$ cat src/verilog/pmbus_status_pkg.sv
// Constants and carrier types for the power converter status summary logic
package pmbus_status_pkg;

    // ==========================================================
    // Command codes
    localparam logic [7:0] CMD_SUMMARY_BYTE        = 8'h78;
    localparam logic [7:0] CMD_FAULT_SUMMARY_WORD  = 8'h79;
    localparam logic [7:0] CMD_OUTPUT_VOLT_STATUS  = 8'h7A;

    // ==========================================================
    // Special write values
    localparam logic [15:0] WORD_CLEAR_BUSY         = 16'h0080;
    localparam logic [15:0] WORD_CLEAR_BUSY_UNKNOWN = 16'h0180;
    localparam logic [7:0]  BYTE_CLEAR_BUSY         = 8'h80;

    // ==========================================================
    // Summary word, high byte
    localparam int SUM_OUTPUT_VOLTAGE = 7;
    localparam int SUM_OUTPUT_CURRENT = 6;
    localparam int SUM_INPUT          = 5;
    localparam int SUM_VENDOR         = 4;
    localparam int SUM_POWER_GOOD     = 3;
    localparam int SUM_OTHER          = 1;

    // ==========================================================
    // Summary byte (low byte of the word)
    localparam int BYTE_BUSY     = 7;
    localparam int BYTE_OFF      = 6;
    localparam int BYTE_OUTPUT_VOLTAGE_SUMMARY_OV  = 5;
    localparam int BYTE_OUTPUT_CURRENT_SUMMARY_OC  = 4;
    localparam int BYTE_VIN_UV   = 3;
    localparam int BYTE_TEMP     = 2;
    localparam int BYTE_CML      = 1;
    localparam int BYTE_UNKNOWN  = 0;

    // ==========================================================
    // Output voltage status
    localparam int VS_OVF   = 7;
    localparam int VS_OVW   = 6;
    localparam int VS_UVW   = 5;
    localparam int VS_UVF   = 4;
    localparam int VS_RANGE = 3;
    localparam int VS_TON   = 2;
    localparam logic [7:0] VS_SUPPORTED = 8'hFC;

    // ==========================================================
    // Reset values
    localparam logic [7:0] RESET_BYTE  = 8'h00;
    localparam logic [7:0] RESET_HIGH  = 8'h00;
    localparam logic [7:0] RESET_OUTPUT_VOLTAGE_SUMMARY  = 8'h00;
    localparam logic [2:0] RESET_OVSRC = 3'h0;

    // Command from the link layer, one cycle wide
    typedef struct packed {
        logic        valid;
        logic        write;
        logic [7:0]  code;
        logic [15:0] data;
    } cmd_t;

    // Output voltage fault detector pulses
    typedef struct packed {
        logic ovf_fixed;
        logic ovf_track;
        logic ovf_prebias;
        logic ovw;
        logic uvw;
        logic uvf;
        logic range;
        logic ton;
    } output_voltage_summary_evt_t;

    // Levels from the other detailed status registers
    typedef struct packed {
        logic output_current_summary_any;
        logic output_current_summary_oc;
        logic input_any;
        logic vin_uv;
        logic vendor_any;
        logic other_any;
        logic temp_any;
        logic cml_any;
        logic unit_off;
    } detail_t;

endpackage

$ cat src/verilog/pmbus_status_summary_regs.sv
// Status summary word and output voltage status register with alert gating
`timescale 1ns/1ps

// How it works
// - Word bit 15 flags output-voltage faults
// - Word bit 14 flags output-current faults
// - Word bit 13 flags input faults
// - Word bit 12 flags vendor faults
// - Word bit 11 live copy of power-good pin
// - Word bits 10 and 8 read zero
// - Word bit 9 flags miscellaneous faults
// - Word low byte is the summary byte storage
// - Word write 0080h clears busy
// - Word write 0180h clears busy and unknown
// - Each alerting bit has own mask bit
// - Clear-faults or write-one clears voltage flags
// - Bit 7 latches overvoltage fault
// - Bit 6 latches overvoltage warning
// - Bit 5 latches undervoltage warning
// - Bit 4 latches undervoltage fault
// - Bit 3 latches out-of-range request
// - Bit 2 latches startup timeout
// - Bits 1 and 0 read zero
// - Overvoltage mask plus per-source extended masks
// - Word reached by word write and read
// - Clearing detail flag clears summary bit
// - Busy in byte bit 7, 80h clears
module pmbus_status_summary_regs (
    // Clock and reset
    input  wire logic                        sys_clk,
    input  wire logic                        reset_n,
    // Command port from the link layer
    input  wire pmbus_status_pkg::cmd_t      cmd,
    input  wire logic                        clear_faults,
    output logic [15:0]                      rsp_data,
    output logic                             rsp_valid,
    output logic                             rsp_unsupported,
    // Fault sources
    input  wire pmbus_status_pkg::output_voltage_summary_evt_t output_voltage_summary_evt,
    input  wire pmbus_status_pkg::detail_t   detail,
    input  wire logic                        busy_evt,
    input  wire logic                        unknown_evt,
    input  wire logic                        power_good_pin,
    // Alert masks
    input  wire logic [7:0]                  output_voltage_summary_alert_mask,
    input  wire logic [2:0]                  extended_alert_mask,
    input  wire logic                        busy_alert_mask,
    input  wire logic                        unknown_alert_mask,
    // Alert line and status view
    output logic                             alert_n,
    output logic [15:0]                      fault_summary_word,
    output logic [7:0]                       output_voltage_status
);

    // ==========================================================
    // Command decode
    logic wr_word;
    logic wr_byte;
    logic wr_output_voltage_summary;
    logic clr_busy;
    logic clr_unknown;

    assign wr_word = cmd.valid && cmd.write &&
                     cmd.code == pmbus_status_pkg::CMD_FAULT_SUMMARY_WORD;
    assign wr_byte = cmd.valid && cmd.write &&
                     cmd.code == pmbus_status_pkg::CMD_SUMMARY_BYTE;
    assign wr_output_voltage_summary = cmd.valid && cmd.write &&
                     cmd.code == pmbus_status_pkg::CMD_OUTPUT_VOLT_STATUS;

    assign clr_busy = clear_faults ||
        (wr_word && cmd.data == pmbus_status_pkg::WORD_CLEAR_BUSY) ||
        (wr_word &&
         cmd.data == pmbus_status_pkg::WORD_CLEAR_BUSY_UNKNOWN) ||
        (wr_byte &&
         cmd.data[7:0] == pmbus_status_pkg::BYTE_CLEAR_BUSY);
    assign clr_unknown = clear_faults || (wr_word &&
        cmd.data == pmbus_status_pkg::WORD_CLEAR_BUSY_UNKNOWN);

    // ==========================================================
    // Power-good pin synchroniser
    logic pg_meta;
    logic pg_sync;

    always_ff @(posedge sys_clk or negedge reset_n) begin
        if (!reset_n) begin
            pg_meta <= 1'b0;
            pg_sync <= 1'b0;
        end else begin
            pg_meta <= power_good_pin;
            pg_sync <= pg_meta;
        end
    end

    // ==========================================================
    // Output voltage status flags
    logic [7:0] output_voltage_summary_flags;
    logic [7:0] output_voltage_summary_set;
    logic [7:0] output_voltage_summary_clr;
    logic [2:0] ovf_src;
    logic [2:0] ovf_src_set;

    assign ovf_src_set = {output_voltage_summary_evt.ovf_fixed, output_voltage_summary_evt.ovf_track,
                          output_voltage_summary_evt.ovf_prebias};
    always_comb begin
        output_voltage_summary_set = 8'h00;
        output_voltage_summary_set[pmbus_status_pkg::VS_OVF]   = |ovf_src_set;
        output_voltage_summary_set[pmbus_status_pkg::VS_OVW]   = output_voltage_summary_evt.ovw;
        output_voltage_summary_set[pmbus_status_pkg::VS_UVW]   = output_voltage_summary_evt.uvw;
        output_voltage_summary_set[pmbus_status_pkg::VS_UVF]   = output_voltage_summary_evt.uvf;
        output_voltage_summary_set[pmbus_status_pkg::VS_RANGE] = output_voltage_summary_evt.range;
        output_voltage_summary_set[pmbus_status_pkg::VS_TON]   = output_voltage_summary_evt.ton;
    end

    // Writing zero keeps a flag; a set in the clear cycle wins
    assign output_voltage_summary_clr = clear_faults ? 8'hFF :
                      (wr_output_voltage_summary ? cmd.data[7:0] : 8'h00);

    always_ff @(posedge sys_clk or negedge reset_n) begin
        if (!reset_n) begin
            output_voltage_summary_flags <= pmbus_status_pkg::RESET_OUTPUT_VOLTAGE_SUMMARY;
        end else begin
            output_voltage_summary_flags <= ((output_voltage_summary_flags & ~output_voltage_summary_clr) | output_voltage_summary_set) &
                          pmbus_status_pkg::VS_SUPPORTED;
        end
    end

    // Which overvoltage sources fired, cleared with the flag
    always_ff @(posedge sys_clk or negedge reset_n) begin
        if (!reset_n) begin
            ovf_src <= pmbus_status_pkg::RESET_OVSRC;
        end else if (output_voltage_summary_clr[pmbus_status_pkg::VS_OVF]) begin
            ovf_src <= ovf_src_set;
        end else begin
            ovf_src <= ovf_src | ovf_src_set;
        end
    end

    // ==========================================================
    // Summary byte: one storage, also the low byte of the word
    logic [7:0] status_low;

    always_ff @(posedge sys_clk or negedge reset_n) begin
        if (!reset_n) begin
            status_low <= pmbus_status_pkg::RESET_BYTE;
        end else begin
            status_low[pmbus_status_pkg::BYTE_BUSY] <= busy_evt ||
                (status_low[pmbus_status_pkg::BYTE_BUSY] && !clr_busy);
            status_low[pmbus_status_pkg::BYTE_OFF]     <= detail.unit_off;
            status_low[pmbus_status_pkg::BYTE_OUTPUT_VOLTAGE_SUMMARY_OV] <=
                output_voltage_summary_flags[pmbus_status_pkg::VS_OVF];
            status_low[pmbus_status_pkg::BYTE_OUTPUT_CURRENT_SUMMARY_OC] <= detail.output_current_summary_oc;
            status_low[pmbus_status_pkg::BYTE_VIN_UV]  <= detail.vin_uv;
            status_low[pmbus_status_pkg::BYTE_TEMP]    <= detail.temp_any;
            status_low[pmbus_status_pkg::BYTE_CML]     <= detail.cml_any;
            status_low[pmbus_status_pkg::BYTE_UNKNOWN] <= unknown_evt ||
                (status_low[pmbus_status_pkg::BYTE_UNKNOWN] && !clr_unknown);
        end
    end

    // ==========================================================
    // Summary word high byte, registered ORs of detail flags plus the synchronised power-good bit
    logic [7:0] status_high;

    always_ff @(posedge sys_clk or negedge reset_n) begin
        if (!reset_n) begin
            status_high <= pmbus_status_pkg::RESET_HIGH;
        end else begin
            status_high <= 8'h00;
            status_high[pmbus_status_pkg::SUM_OUTPUT_VOLTAGE] <=
                |output_voltage_summary_flags;
            status_high[pmbus_status_pkg::SUM_OUTPUT_CURRENT] <=
                detail.output_current_summary_any;
            status_high[pmbus_status_pkg::SUM_INPUT] <= detail.input_any;
            status_high[pmbus_status_pkg::SUM_VENDOR] <=
                detail.vendor_any;
            status_high[pmbus_status_pkg::SUM_POWER_GOOD] <= pg_sync;
            status_high[pmbus_status_pkg::SUM_OTHER] <= detail.other_any;
        end
    end

    // ==========================================================
    // Command responses, one cycle after the command
    logic [15:0] next_rsp;
    logic        next_unsup;

    always_comb begin
        next_rsp   = 16'h0000;
        next_unsup = 1'b0;
        case (cmd.code)
            pmbus_status_pkg::CMD_SUMMARY_BYTE:
                next_rsp = {8'h00, status_low};
            pmbus_status_pkg::CMD_FAULT_SUMMARY_WORD:
                next_rsp = {status_high, status_low};
            pmbus_status_pkg::CMD_OUTPUT_VOLT_STATUS:
                next_rsp = {8'h00, output_voltage_summary_flags};
            default:
                next_unsup = 1'b1;
        endcase
        if (cmd.write) begin
            next_rsp = 16'h0000;
        end
    end

    always_ff @(posedge sys_clk or negedge reset_n) begin
        if (!reset_n) begin
            rsp_data        <= 16'h0000;
            rsp_valid       <= 1'b0;
            rsp_unsupported <= 1'b0;
        end else begin
            rsp_valid       <= cmd.valid;
            rsp_unsupported <= cmd.valid && next_unsup;
            rsp_data        <= cmd.valid ? next_rsp : 16'h0000;
        end
    end

    // ==========================================================
    // Alert gating; an overvoltage alert also needs one unmasked source
    logic [7:0] output_voltage_summary_alerting;
    logic       any_alert;

    always_comb begin
        output_voltage_summary_alerting = output_voltage_summary_flags & ~output_voltage_summary_alert_mask;
        output_voltage_summary_alerting[pmbus_status_pkg::VS_OVF] =
            output_voltage_summary_alerting[pmbus_status_pkg::VS_OVF] &&
            |(ovf_src & ~extended_alert_mask);
    end

    assign any_alert = |output_voltage_summary_alerting ||
        (status_low[pmbus_status_pkg::BYTE_BUSY] && !busy_alert_mask) ||
        (status_low[pmbus_status_pkg::BYTE_UNKNOWN] && !unknown_alert_mask);

    always_ff @(posedge sys_clk or negedge reset_n) begin
        if (!reset_n) begin
            alert_n               <= 1'b1;
            fault_summary_word    <= 16'h0000;
            output_voltage_status <= 8'h00;
        end else begin
            alert_n               <= !any_alert;
            fault_summary_word    <= {status_high, status_low};
            output_voltage_status <= output_voltage_summary_flags;
        end
    end
endmodule // pmbus_status_summary_regs

$ cat config.mk
export PLATFORM = sky130hd
export DESIGN_NAME = pmbus_status_summary_regs
export DESIGN_NICKNAME = d
export VERILOG_FILES = /design/src/verilog/pmbus_status_pkg.sv /design/src/verilog/pmbus_status_summary_regs.sv
export SDC_FILE = /design/constraint.sdc
export NUM_CORES = 1
export LEC_CHECK = 0
export ABC_AREA = 1
export BUFFER_PORTS_ARGS = -buffer_cell sky130_fd_sc_hd__buf_2
export CAP_MARGIN = 20
export CORE_ASPECT_RATIO = 2
export CORE_UTILIZATION = 40
export CTS_BUF_LIST = sky130_fd_sc_hd__clkbuf_8
export DETAILED_ROUTE_END_ITERATION = 7
export PLACE_DENSITY = 0.74
export SYNTH_ARGS = -nofsm -noshare
export SYNTH_HDL_FRONTEND = slang
export SYNTH_SLANG_ARGS = --single-unit
$ cat constraint.sdc
create_clock -name sys_clk -period 2.6 [get_ports sys_clk]
set_input_delay 0.13 -clock sys_clk [delete_from_list [all_inputs] [get_ports sys_clk]]
set_output_delay 0.13 -clock sys_clk [all_outputs]
set_load 0.005 [all_outputs]
After elaboration in Yosys (flattened, before gate mapping)
Index checks and enable logic that the tools add are counted.

cells by class
  bitwise operators = 8
  multiplexer cells = 7
  reductions and logical operators = 31
  equal/unequal tests = 6

operator list
  operator                                        number
  one-hot mux 16 bit (3 select lines)             1
  two-way mux 16 bit                              2
  == test 8 x 7 -> 1 bit, second input constant   3
  AND 8 bit                                       2
  == test 16 x 8 -> 1 bit, second input constant  1
  == test 16 x 9 -> 1 bit, second input constant  1
  two-way mux 8 bit                               2
  inverter 8 bit                                  2
  logical AND 1 bit                               13
  OR reduction 3 bit                              3
  == test 8 bit, second input constant            1
  logical OR 1 bit                                8
  bitwise OR 8 bit                                1
  OR reduction 8 bit                              1
  OR reduction 6 bit                              1
  logical NOT 1 bit                               5
  AND 3 bit                                       1
  two-way mux 3 bit                               1
  inverter 3 bit                                  1
  bitwise OR 3 bit                                1
  two-way mux 1 bit                               1

storage, ports and cells
  bits in registers = 64
  output and inout bits = 43

Depth between registers and ports, before layout
Gate-level depths: netlist of run 1.

  depth in word-level cells = 9
  gate-level depth with buffers = 9

Worst setup path before layout of run 1
OpenSTA, ideal clock, no wires.

  path kind = in2reg
  start = input cmd[21] in the netlist's numbering
  end = register output_voltage_summary_flags[7]
  path buffers = 0
  setup slack = 1.692 ns
  arrival = 0.787 ns
  cell stages on the path = 7
  cell sequence = nand2_1 nor2_4 nand3_2 nor2_4 a21oi_2 nand2_1 nand2_1

on the way
  word-level cells in the longest chain between the ends = 7

ends and longest elaborated chain
  item                    line                              text
  start, declared         pmbus_status_summary_regs.sv:33   input wire pmbus_status_pkg::cmd_t cmd,
  == test 8 x 7 -> 1 bit  pmbus_status_summary_regs.sv:68   cmd.code == pmbus_status_pkg::CMD_OUTPUT_VOLT_STATUS;
  logical AND 1 bit       pmbus_status_summary_regs.sv:67   assign wr_output_voltage_summary = cmd.valid && cmd.write &&
  two-way mux 8 bit       pmbus_status_summary_regs.sv:116  (wr_output_voltage_summary ? cmd.data[7:0] : 8'h00);
  two-way mux 8 bit       pmbus_status_summary_regs.sv:115  assign output_voltage_summary_clr = clear_faults ? 8'hFF :
  inverter 8 bit          pmbus_status_summary_regs.sv:122  output_voltage_summary_flags <= ((output_voltage_summary_flags & ~output_voltage_summary_clr) | output_voltage ...
  AND 8 bit               pmbus_status_summary_regs.sv:122
  bitwise OR 8 bit        pmbus_status_summary_regs.sv:122
  end signal, assigned    pmbus_status_summary_regs.sv:120  output_voltage_summary_flags <= pmbus_status_pkg::RESET_OUTPUT_VOLTAGE_SUMMARY;
  end signal, assigned    pmbus_status_summary_regs.sv:122
  end, declared           pmbus_status_summary_regs.sv:96   logic [7:0] output_voltage_summary_flags;

Every way passes these cells.

Worst setup path in the final report of run 1
  start = input cmd[25] in the netlist's numbering
  end = register rsp_data[9]

on the way
  word-level cells in the longest chain between the ends = 1

ends and longest elaborated chain
  item                  line                              text
  two-way mux 16 bit    pmbus_status_summary_regs.sv:212  rsp_data <= cmd.valid ? next_rsp : 16'h0000;
  end signal, assigned  pmbus_status_summary_regs.sv:212
  end, declared         pmbus_status_summary_regs.sv:35   output logic [15:0] rsp_data,

Every way passes these cells.

==> run metrics, run 1 <==
first-pass GRT wire length 8120 um; post-synthesis mux area share 0%; clk_skew 0.00341 ns; Fillers 479; Final Hold Fails 0; Mapped Area 2290 um^2; highest-delay cell along the critical path dlygate4sd3_1; outcome finished clean; Detailed Routing Iterations Pass 1 4; CP cell instances dlygate4sd3_1, buf_2, inv_1, or2_1, nor3b_1; Area Overhead vs Synth 39.7%; Post-Synth XOR/XNOR Area 0%; initial antenna violation count 0; sequential share of power 51.1%; post_cts resized 0; via/cell ratio 4.57; Worst EP required 2.83 ns; adder-cell share of the synthesized area 0%; # rows 38; die area 6060 um^2; Reg clk slew, reported paths 0.06 ns; Yosys reg bits 61; largest net degree at the start of global routing 37; WL/cell 11.7 um; Port Buffers 96; Worst EP arrival 1.56 ns; min cycle time layout 1.33 ns; nets 402; Core Region 5470 um^2; NetSw 0.000442 W; commonest non-fill, non-tap cells in the layout buf_2 (96), dfrtp_1 (60), nand2_1 (50), inv_1 (29), nor2_1 (22); Clk pwr share 40.3%; Final Total Pwr 0.00197 W; most common cell after layout, fill and taps aside buf_2; CP endpoint kind register; Peak supply drop 0.502 mV; Final HPWL DP 3600 um; PD cells 617 nW/um^2; fmax 752 MHz; fin. max-slew vios 0; Clk Latency, worst-skew pair 0.32 ns; Initial Util 41.9%; leakage power total 1.68 nW; combinational fraction of design power 8.7%; max_cap viols 0; Slew HR 59.7%; Unique masters post-synth 25; total CTS buffers 9; Placer Congestion 0.727; total grt overflow 0; CP Class in -> reg; n_diodes 0; Root Driver clkbuf_8; syn avg cell area 10.7 um^2; CTS tree done; CTS sink cnt 61; slew of the pin with the lowest slew margin 0.605 ns; Critical Path Source Type primary input; vias in the first global route 1878; simple logic cell fraction of the synthesized area 20.9%; Critical Path Fanout Max 14; Hold Path Class in -> reg; switching share of power 22.4%; crit path buf inv count 3; maximum clock path buffer count 2; CP max stage delay 0.53 ns; gr usage total 17.7%; share of the yosys chip area belonging to registers 66.6%; P_int 0.00153 W; Final period util 51.2%; Die Ht 109 um; compound-gate portion of the synthesized area 4.15%; Die W 55.5 um; Layout Utilization 58.6%; DRT antenna net count 0; H-tree Lvls 3; final setup vio count 0; largest family of logic cells by synthesized area simple AND/OR/NAND/NOR gates; Mapped Cells 215; layout cells sized above 1 36.5%; unrepaired setup endpoints after global routing no; wirelength, routed 4720 um; Iter 0 DRT Violations 34; TNS Setup 0 ns; yosys warns 0; Top delay family on crit path simple AND/OR/NAND/NOR gates; I/O pin cnt 105; vias 1851; DRC 0
[routing by layer]
metal	global-route usage (%)	vias to the layer above	part of all wire [%]
li1	-	903	-
met1	18.5	863	37
met2	32.4	70	55
met3	3.80	15	4.4
met4	10.2	0	3.3
met5	0	-	0
[final cells by class]
type	count	area [um^2]	area share (%)
Tap cell	60	75.1	2.34
Clock inverter	6	55.1	1.72
Inverter	30	113	3.52
Multi-Input combinational cell	120	596	18.6
Timing Repair Buffer	118	698	21.8
Clock buffer	10	138	4.30
Sequential cell	61	1530	47.7
[tightest hold or removal path: cells and delay by family]
kind / cells / cell delay (ns)
buffers and inverters: 2 / 0.12
AND/OR/NAND/NOR: 1 / 0.05
[flip-flops by register name (all words and copies together) (netlist names), 3 cells and up]
name / cells
fault_summary_word: 14
output_voltage_status: 5
output_voltage_summary_flags: 6
ovf_src: 3
rsp_data: 14
status_high: 6
status_low: 8
[stage by stage]
step	hold WS (ns)	setup WS, ns	std cells	instance area [um^2]
finish	0.0136	1.27	405	3200
CTS	0.00184	1.29	405	3200
detailed placement	0.147	1.43	368	2800
global route	0.0246	1.14	405	3200
global placement	0.137	1.47	368	2800
floorplan	-0.166	1.69	220	2310
[cell families (layout without fill, tap and decap cells)]
| group | after synthesis | count (layout) |
|---|---|---|
| buffers and inverters | 39 | 164 |
| other | 1 | 6 |
| AOI/OAI and AO/OA | 15 | 15 |
| DFF | 61 | 61 |
| and+or+nand+nor | 99 | 99 |
[cells in the mapped netlist]
master	number	area [um^2]
nand2_1	50	188
o22ai_1	3	18.8
inv_2	3	11.3
nor2_4	3	33.8
nor3b_2	3	37.5
o21bai_1	4	30.0
nand3b_1	1	7.51
a21oi_2	1	8.76
conb_1	1	3.75
nor3_2	1	10.0
buf_4	7	52.6
inv_1	27	101
or2_1	1	6.26
nand3_1	6	30.0
nand4_1	1	6.26
nand3_2	2	20.0
dfrtp_1	60	1500
dfstp_2	1	26.3
nor2_1	22	82.6
nor2_2	1	6.26
nor3b_1	4	30.0
a21o_1	1	7.51
a21oi_1	6	30.0
buf_6	2	22.5
nor3_1	4	20.0
[worst paths after layout]
kind / end / depth (start not counted) / slack (ns) / from
setup / recovery: rsp_data[9] / 5 / 1.27 / cmd[25]
hold / removal: ovf_src[0] / 3 / 0.01 / output_voltage_summary_evt[5]
setup reg to reg: alert_n / 5 / 1.62 / output_voltage_summary_flags[3]
hold reg to reg: status_high[3] / 0 / 0.36 / pg_sync
max in group asynchronous: rsp_data[12] / 3 / 1.43 / reset_n
min in group asynchronous: status_low[3] / 2 / 0.33 / reset_n
[power groups by stage]
stage                     clock network, W  registers (W)  logic [W]
after global routing              0.000865        0.00101   0.000196
after global placement                   0        0.00102   0.000146
after floorplan                          0        0.00102  0.0000615
after CTS                         0.000814        0.00101   0.000175
final                             0.000795        0.00101   0.000171
after detailed placement                 0        0.00103   0.000150
[timing repair]
action / 4_1_cts / 5_1_grt
buffers inserted: 0 / 0
setup endpoints to repair: 0 / 0
endpoints found under the hold margin: 44 / 0
hold buffers: 21 / 0
No activity file was read; power rests on OpenSTA's default activity.
==> inputs of run 2 (changes only) <==
--- a/config.mk
+++ b/config.mk
@@ -5,14 +5,14 @@
 export SDC_FILE = /design/constraint.sdc
 export NUM_CORES = 1
 export LEC_CHECK = 0
-export ABC_AREA = 1
+export ABC_AREA = 0
 export BUFFER_PORTS_ARGS = -buffer_cell sky130_fd_sc_hd__buf_2
 export CAP_MARGIN = 20
 export CORE_ASPECT_RATIO = 2
 export CORE_UTILIZATION = 40
 export CTS_BUF_LIST = sky130_fd_sc_hd__clkbuf_8
 export DETAILED_ROUTE_END_ITERATION = 7
-export PLACE_DENSITY = 0.74
+export PLACE_DENSITY = 0.78
 export SYNTH_ARGS = -nofsm -noshare
 export SYNTH_HDL_FRONTEND = slang
 export SYNTH_SLANG_ARGS = --single-unit
==> constraint.sdc (replaced) <==
create_clock -name sys_clk -period 1.1 [get_ports sys_clk]
set_input_delay 0.055 -clock sys_clk [delete_from_list [all_inputs] [get_ports sys_clk]]
set_output_delay 0.055 -clock sys_clk [all_outputs]
set_load 0.005 [all_outputs]
==> run metrics, run 2 <==
Die Ht 104 um; syn avg cell area 14.1 um^2; Unique masters post-synth 31; H-tree Lvls 3; Worst EP arrival 1.34 ns; total grt overflow 0; Top delay family on crit path flip-flops; Final Cell Area 3190 um^2; unrepaired setup endpoints after global routing yes; CP max stage delay 0.39 ns; Synth Flop Type dfrtp_1; via/cell ratio 4.79; combinational fraction of design power 9.1%; Die W 53.2 um; biggest regs fault_summary_word: 14 flops, rsp_data: 14 flops, status_low: 8 flops; share of the yosys chip area belonging to registers 73.0%; Synth area leader dfrtp_1; yosys warns 0; Worst EP required 1.34 ns; I/O pin cnt 105; Final Hold Fails 0; leakage power total 1.62 nW; Clk Latency, worst-skew pair 0.33 ns; most common cell after layout, fill and taps aside buf_2; PD cells 1490 nW/um^2; nets 351; TNS Setup -0.00700 ns; violated checks negative setup slack; worst setup slack after layout -0.00700 ns; Root Driver clkbuf_8; layout cells sized above 1 49.0%; Post-DP Area 2770 um^2; switching share of power 23.7%; Clk pwr share 40.9%; total CTS buffers 9; Post-synth top cells dfrtp_1 (60), inv_1 (10), and2_1 (7), buf_4 (7), nand3_1 (7); Final Total Pwr 0.00476 W; max_cap viols 0; simple logic cell fraction of the synthesized area 12.7%; Initial Util 42.2%; final setup vio count 1; fmax 903 MHz; Iter 0 DRT Violations 53; CTS sink cnt 61; largest net degree at the start of global routing 57; Mapped Cells 148; Placer Congestion 0.820; Async SR Flop Fraction 100%; sequential share of power 50.0%; post-synthesis mux area share 0%; synth top area cells dfrtp_1 (72%), buf_4 (2.5%), a22oi_1 (2.2%), a31o_2 (2.1%), and2_1 (2.1%); Final HPWL DP 3770 um; vias in the first global route 1826; Yosys reg bits 61; maximum clock path buffer count 2; largest family of logic cells by synthesized area simple AND/OR/NAND/NOR gates; wirelength, routed 5220 um; # rows 36; outcome complete, but fails checks; clk_skew 0.00594 ns; Port Buffers 96; min cycle time layout 1.11 ns; Final period util 101%; first-pass GRT wire length 8350 um; Area Overhead vs Synth 52.3%; crit path buf inv count 0; fin. max-slew vios 0; Fillers 399; compound-gate portion of the synthesized area 9.21%; Core Region 4950 um^2; P_int 0.00363 W; Detailed Routing Iterations Pass 1 4; Post-Synth XOR/XNOR Area 0%; initial antenna violation count 0; vias 1683; CP endpoint kind register; CP cell instances a222oi_1, nor3b_1, nor4_2; die area 5540 um^2; Critical Path Source Type register; CTS tree done; WL/cell 14.9 um; CP Class reg -> reg; DRC 0; number of synthesized flops with an enable pin 0; DRT antenna net count 0; commonest non-fill, non-tap cells in the layout buf_2 (96), dfrtp_1 (60), dlygate4sd3_1 (21), buf_4 (17), inv_1 (10); Peak supply drop 1.57 mV; Placed Cells 314; area share of the largest cell type after synthesis 71.7%; highest-delay cell along the critical path dfrtp_1; adder-cell share of the synthesized area 0%; most frequent cell after synthesis dfrtp_1; NetSw 0.00113 W; Hold Path Class in -> reg; gr usage total 21.7%; n_diodes 0; Mapped Area 2090 um^2; Reg clk slew, reported paths 0.07 ns; fin cells 351; Critical Path Fanout Max 2
## run 2: power groups by stage
stage	Sequential (W)	Combinational [W]	Clock [W]
after floorplan	0.00242	0.000104	0
after global placement	0.00242	0.000363	0
after detailed placement	0.00242	0.000370	0
after CTS	0.00238	0.000432	0.00197
after global routing	0.00239	0.000478	0.00208
final	0.00238	0.000432	0.00195
## run 2: repair_timing
action	CTS	global route
hold buffers	21	0
endpoints found under the hold margin	81	0
setup endpoints to repair	1	2
cloned	0	0
setup buffers	0	0
gates resized for setup	0	2
## run 2: path summary, 6_finish.rpt
check | from | to | slack (ns) | depth (start not counted)
worst min-delay path | cmd[25] | rsp_unsupported | 0.02 | 2
max in group asynchronous | reset_n | alert_n | 0.48 | 3
min in group asynchronous | reset_n | status_low[0] | 0.08 | 2
worst max-delay path | ovf_src[0] | alert_n | -0.007 | 3
worst max register to register | ovf_src[0] | alert_n | -0.007 | 3
worst min register to register | pg_sync | status_high[3] | 0.34 | 0
## run 2: cells by family (layout without fill, tap and decap cells)
| group | after synthesis | after routing |
|---|---|---|
| compound gates | 24 | 24 |
| simple gates | 42 | 42 |
| buf+inv | 20 | 161 |
| flops | 61 | 61 |
| other cells | 1 | 6 |
## run 2: worst reg2reg max path, cell delays in order (launching register included)
cell	delay, ns
dfrtp_1	0.39
a222oi_1	0.32
nor3b_1	0.11
nor4_2	0.19
## run 2: area by class of cell
cell class | instances | area [um^2] | share of cell area [%]
clock buffers | 9 | 124 | 3.89
multi-input cells | 72 | 515 | 16.2
flip-flops and latches | 61 | 1530 | 47.9
repair buffers | 135 | 838 | 26.3
well taps | 57 | 71.3 | 2.24
inverters | 10 | 37.5 | 1.18
clock inverters | 7 | 73.8 | 2.32
## run 2: metal layers
metal / GRT usage, % / wire [um]
met1: 21.4 / 1730
met5: 0 / 0
met3: 5.99 / 265
met4: 12.6 / 188
met2: 37.8 / 3040
## run 2: stage by stage
step	setup slack, ns	util (%)	hold slack (ns)
after global routing	-0.166	64.3	0.0201
after floorplan	-0.130	-	-0.241
after global placement	-0.214	55.9	-0.107
after CTS	-0.114	64.1	0.00796
after detailed placement	-0.242	55.9	-0.106
final	-0.00700	64.3	0.0157
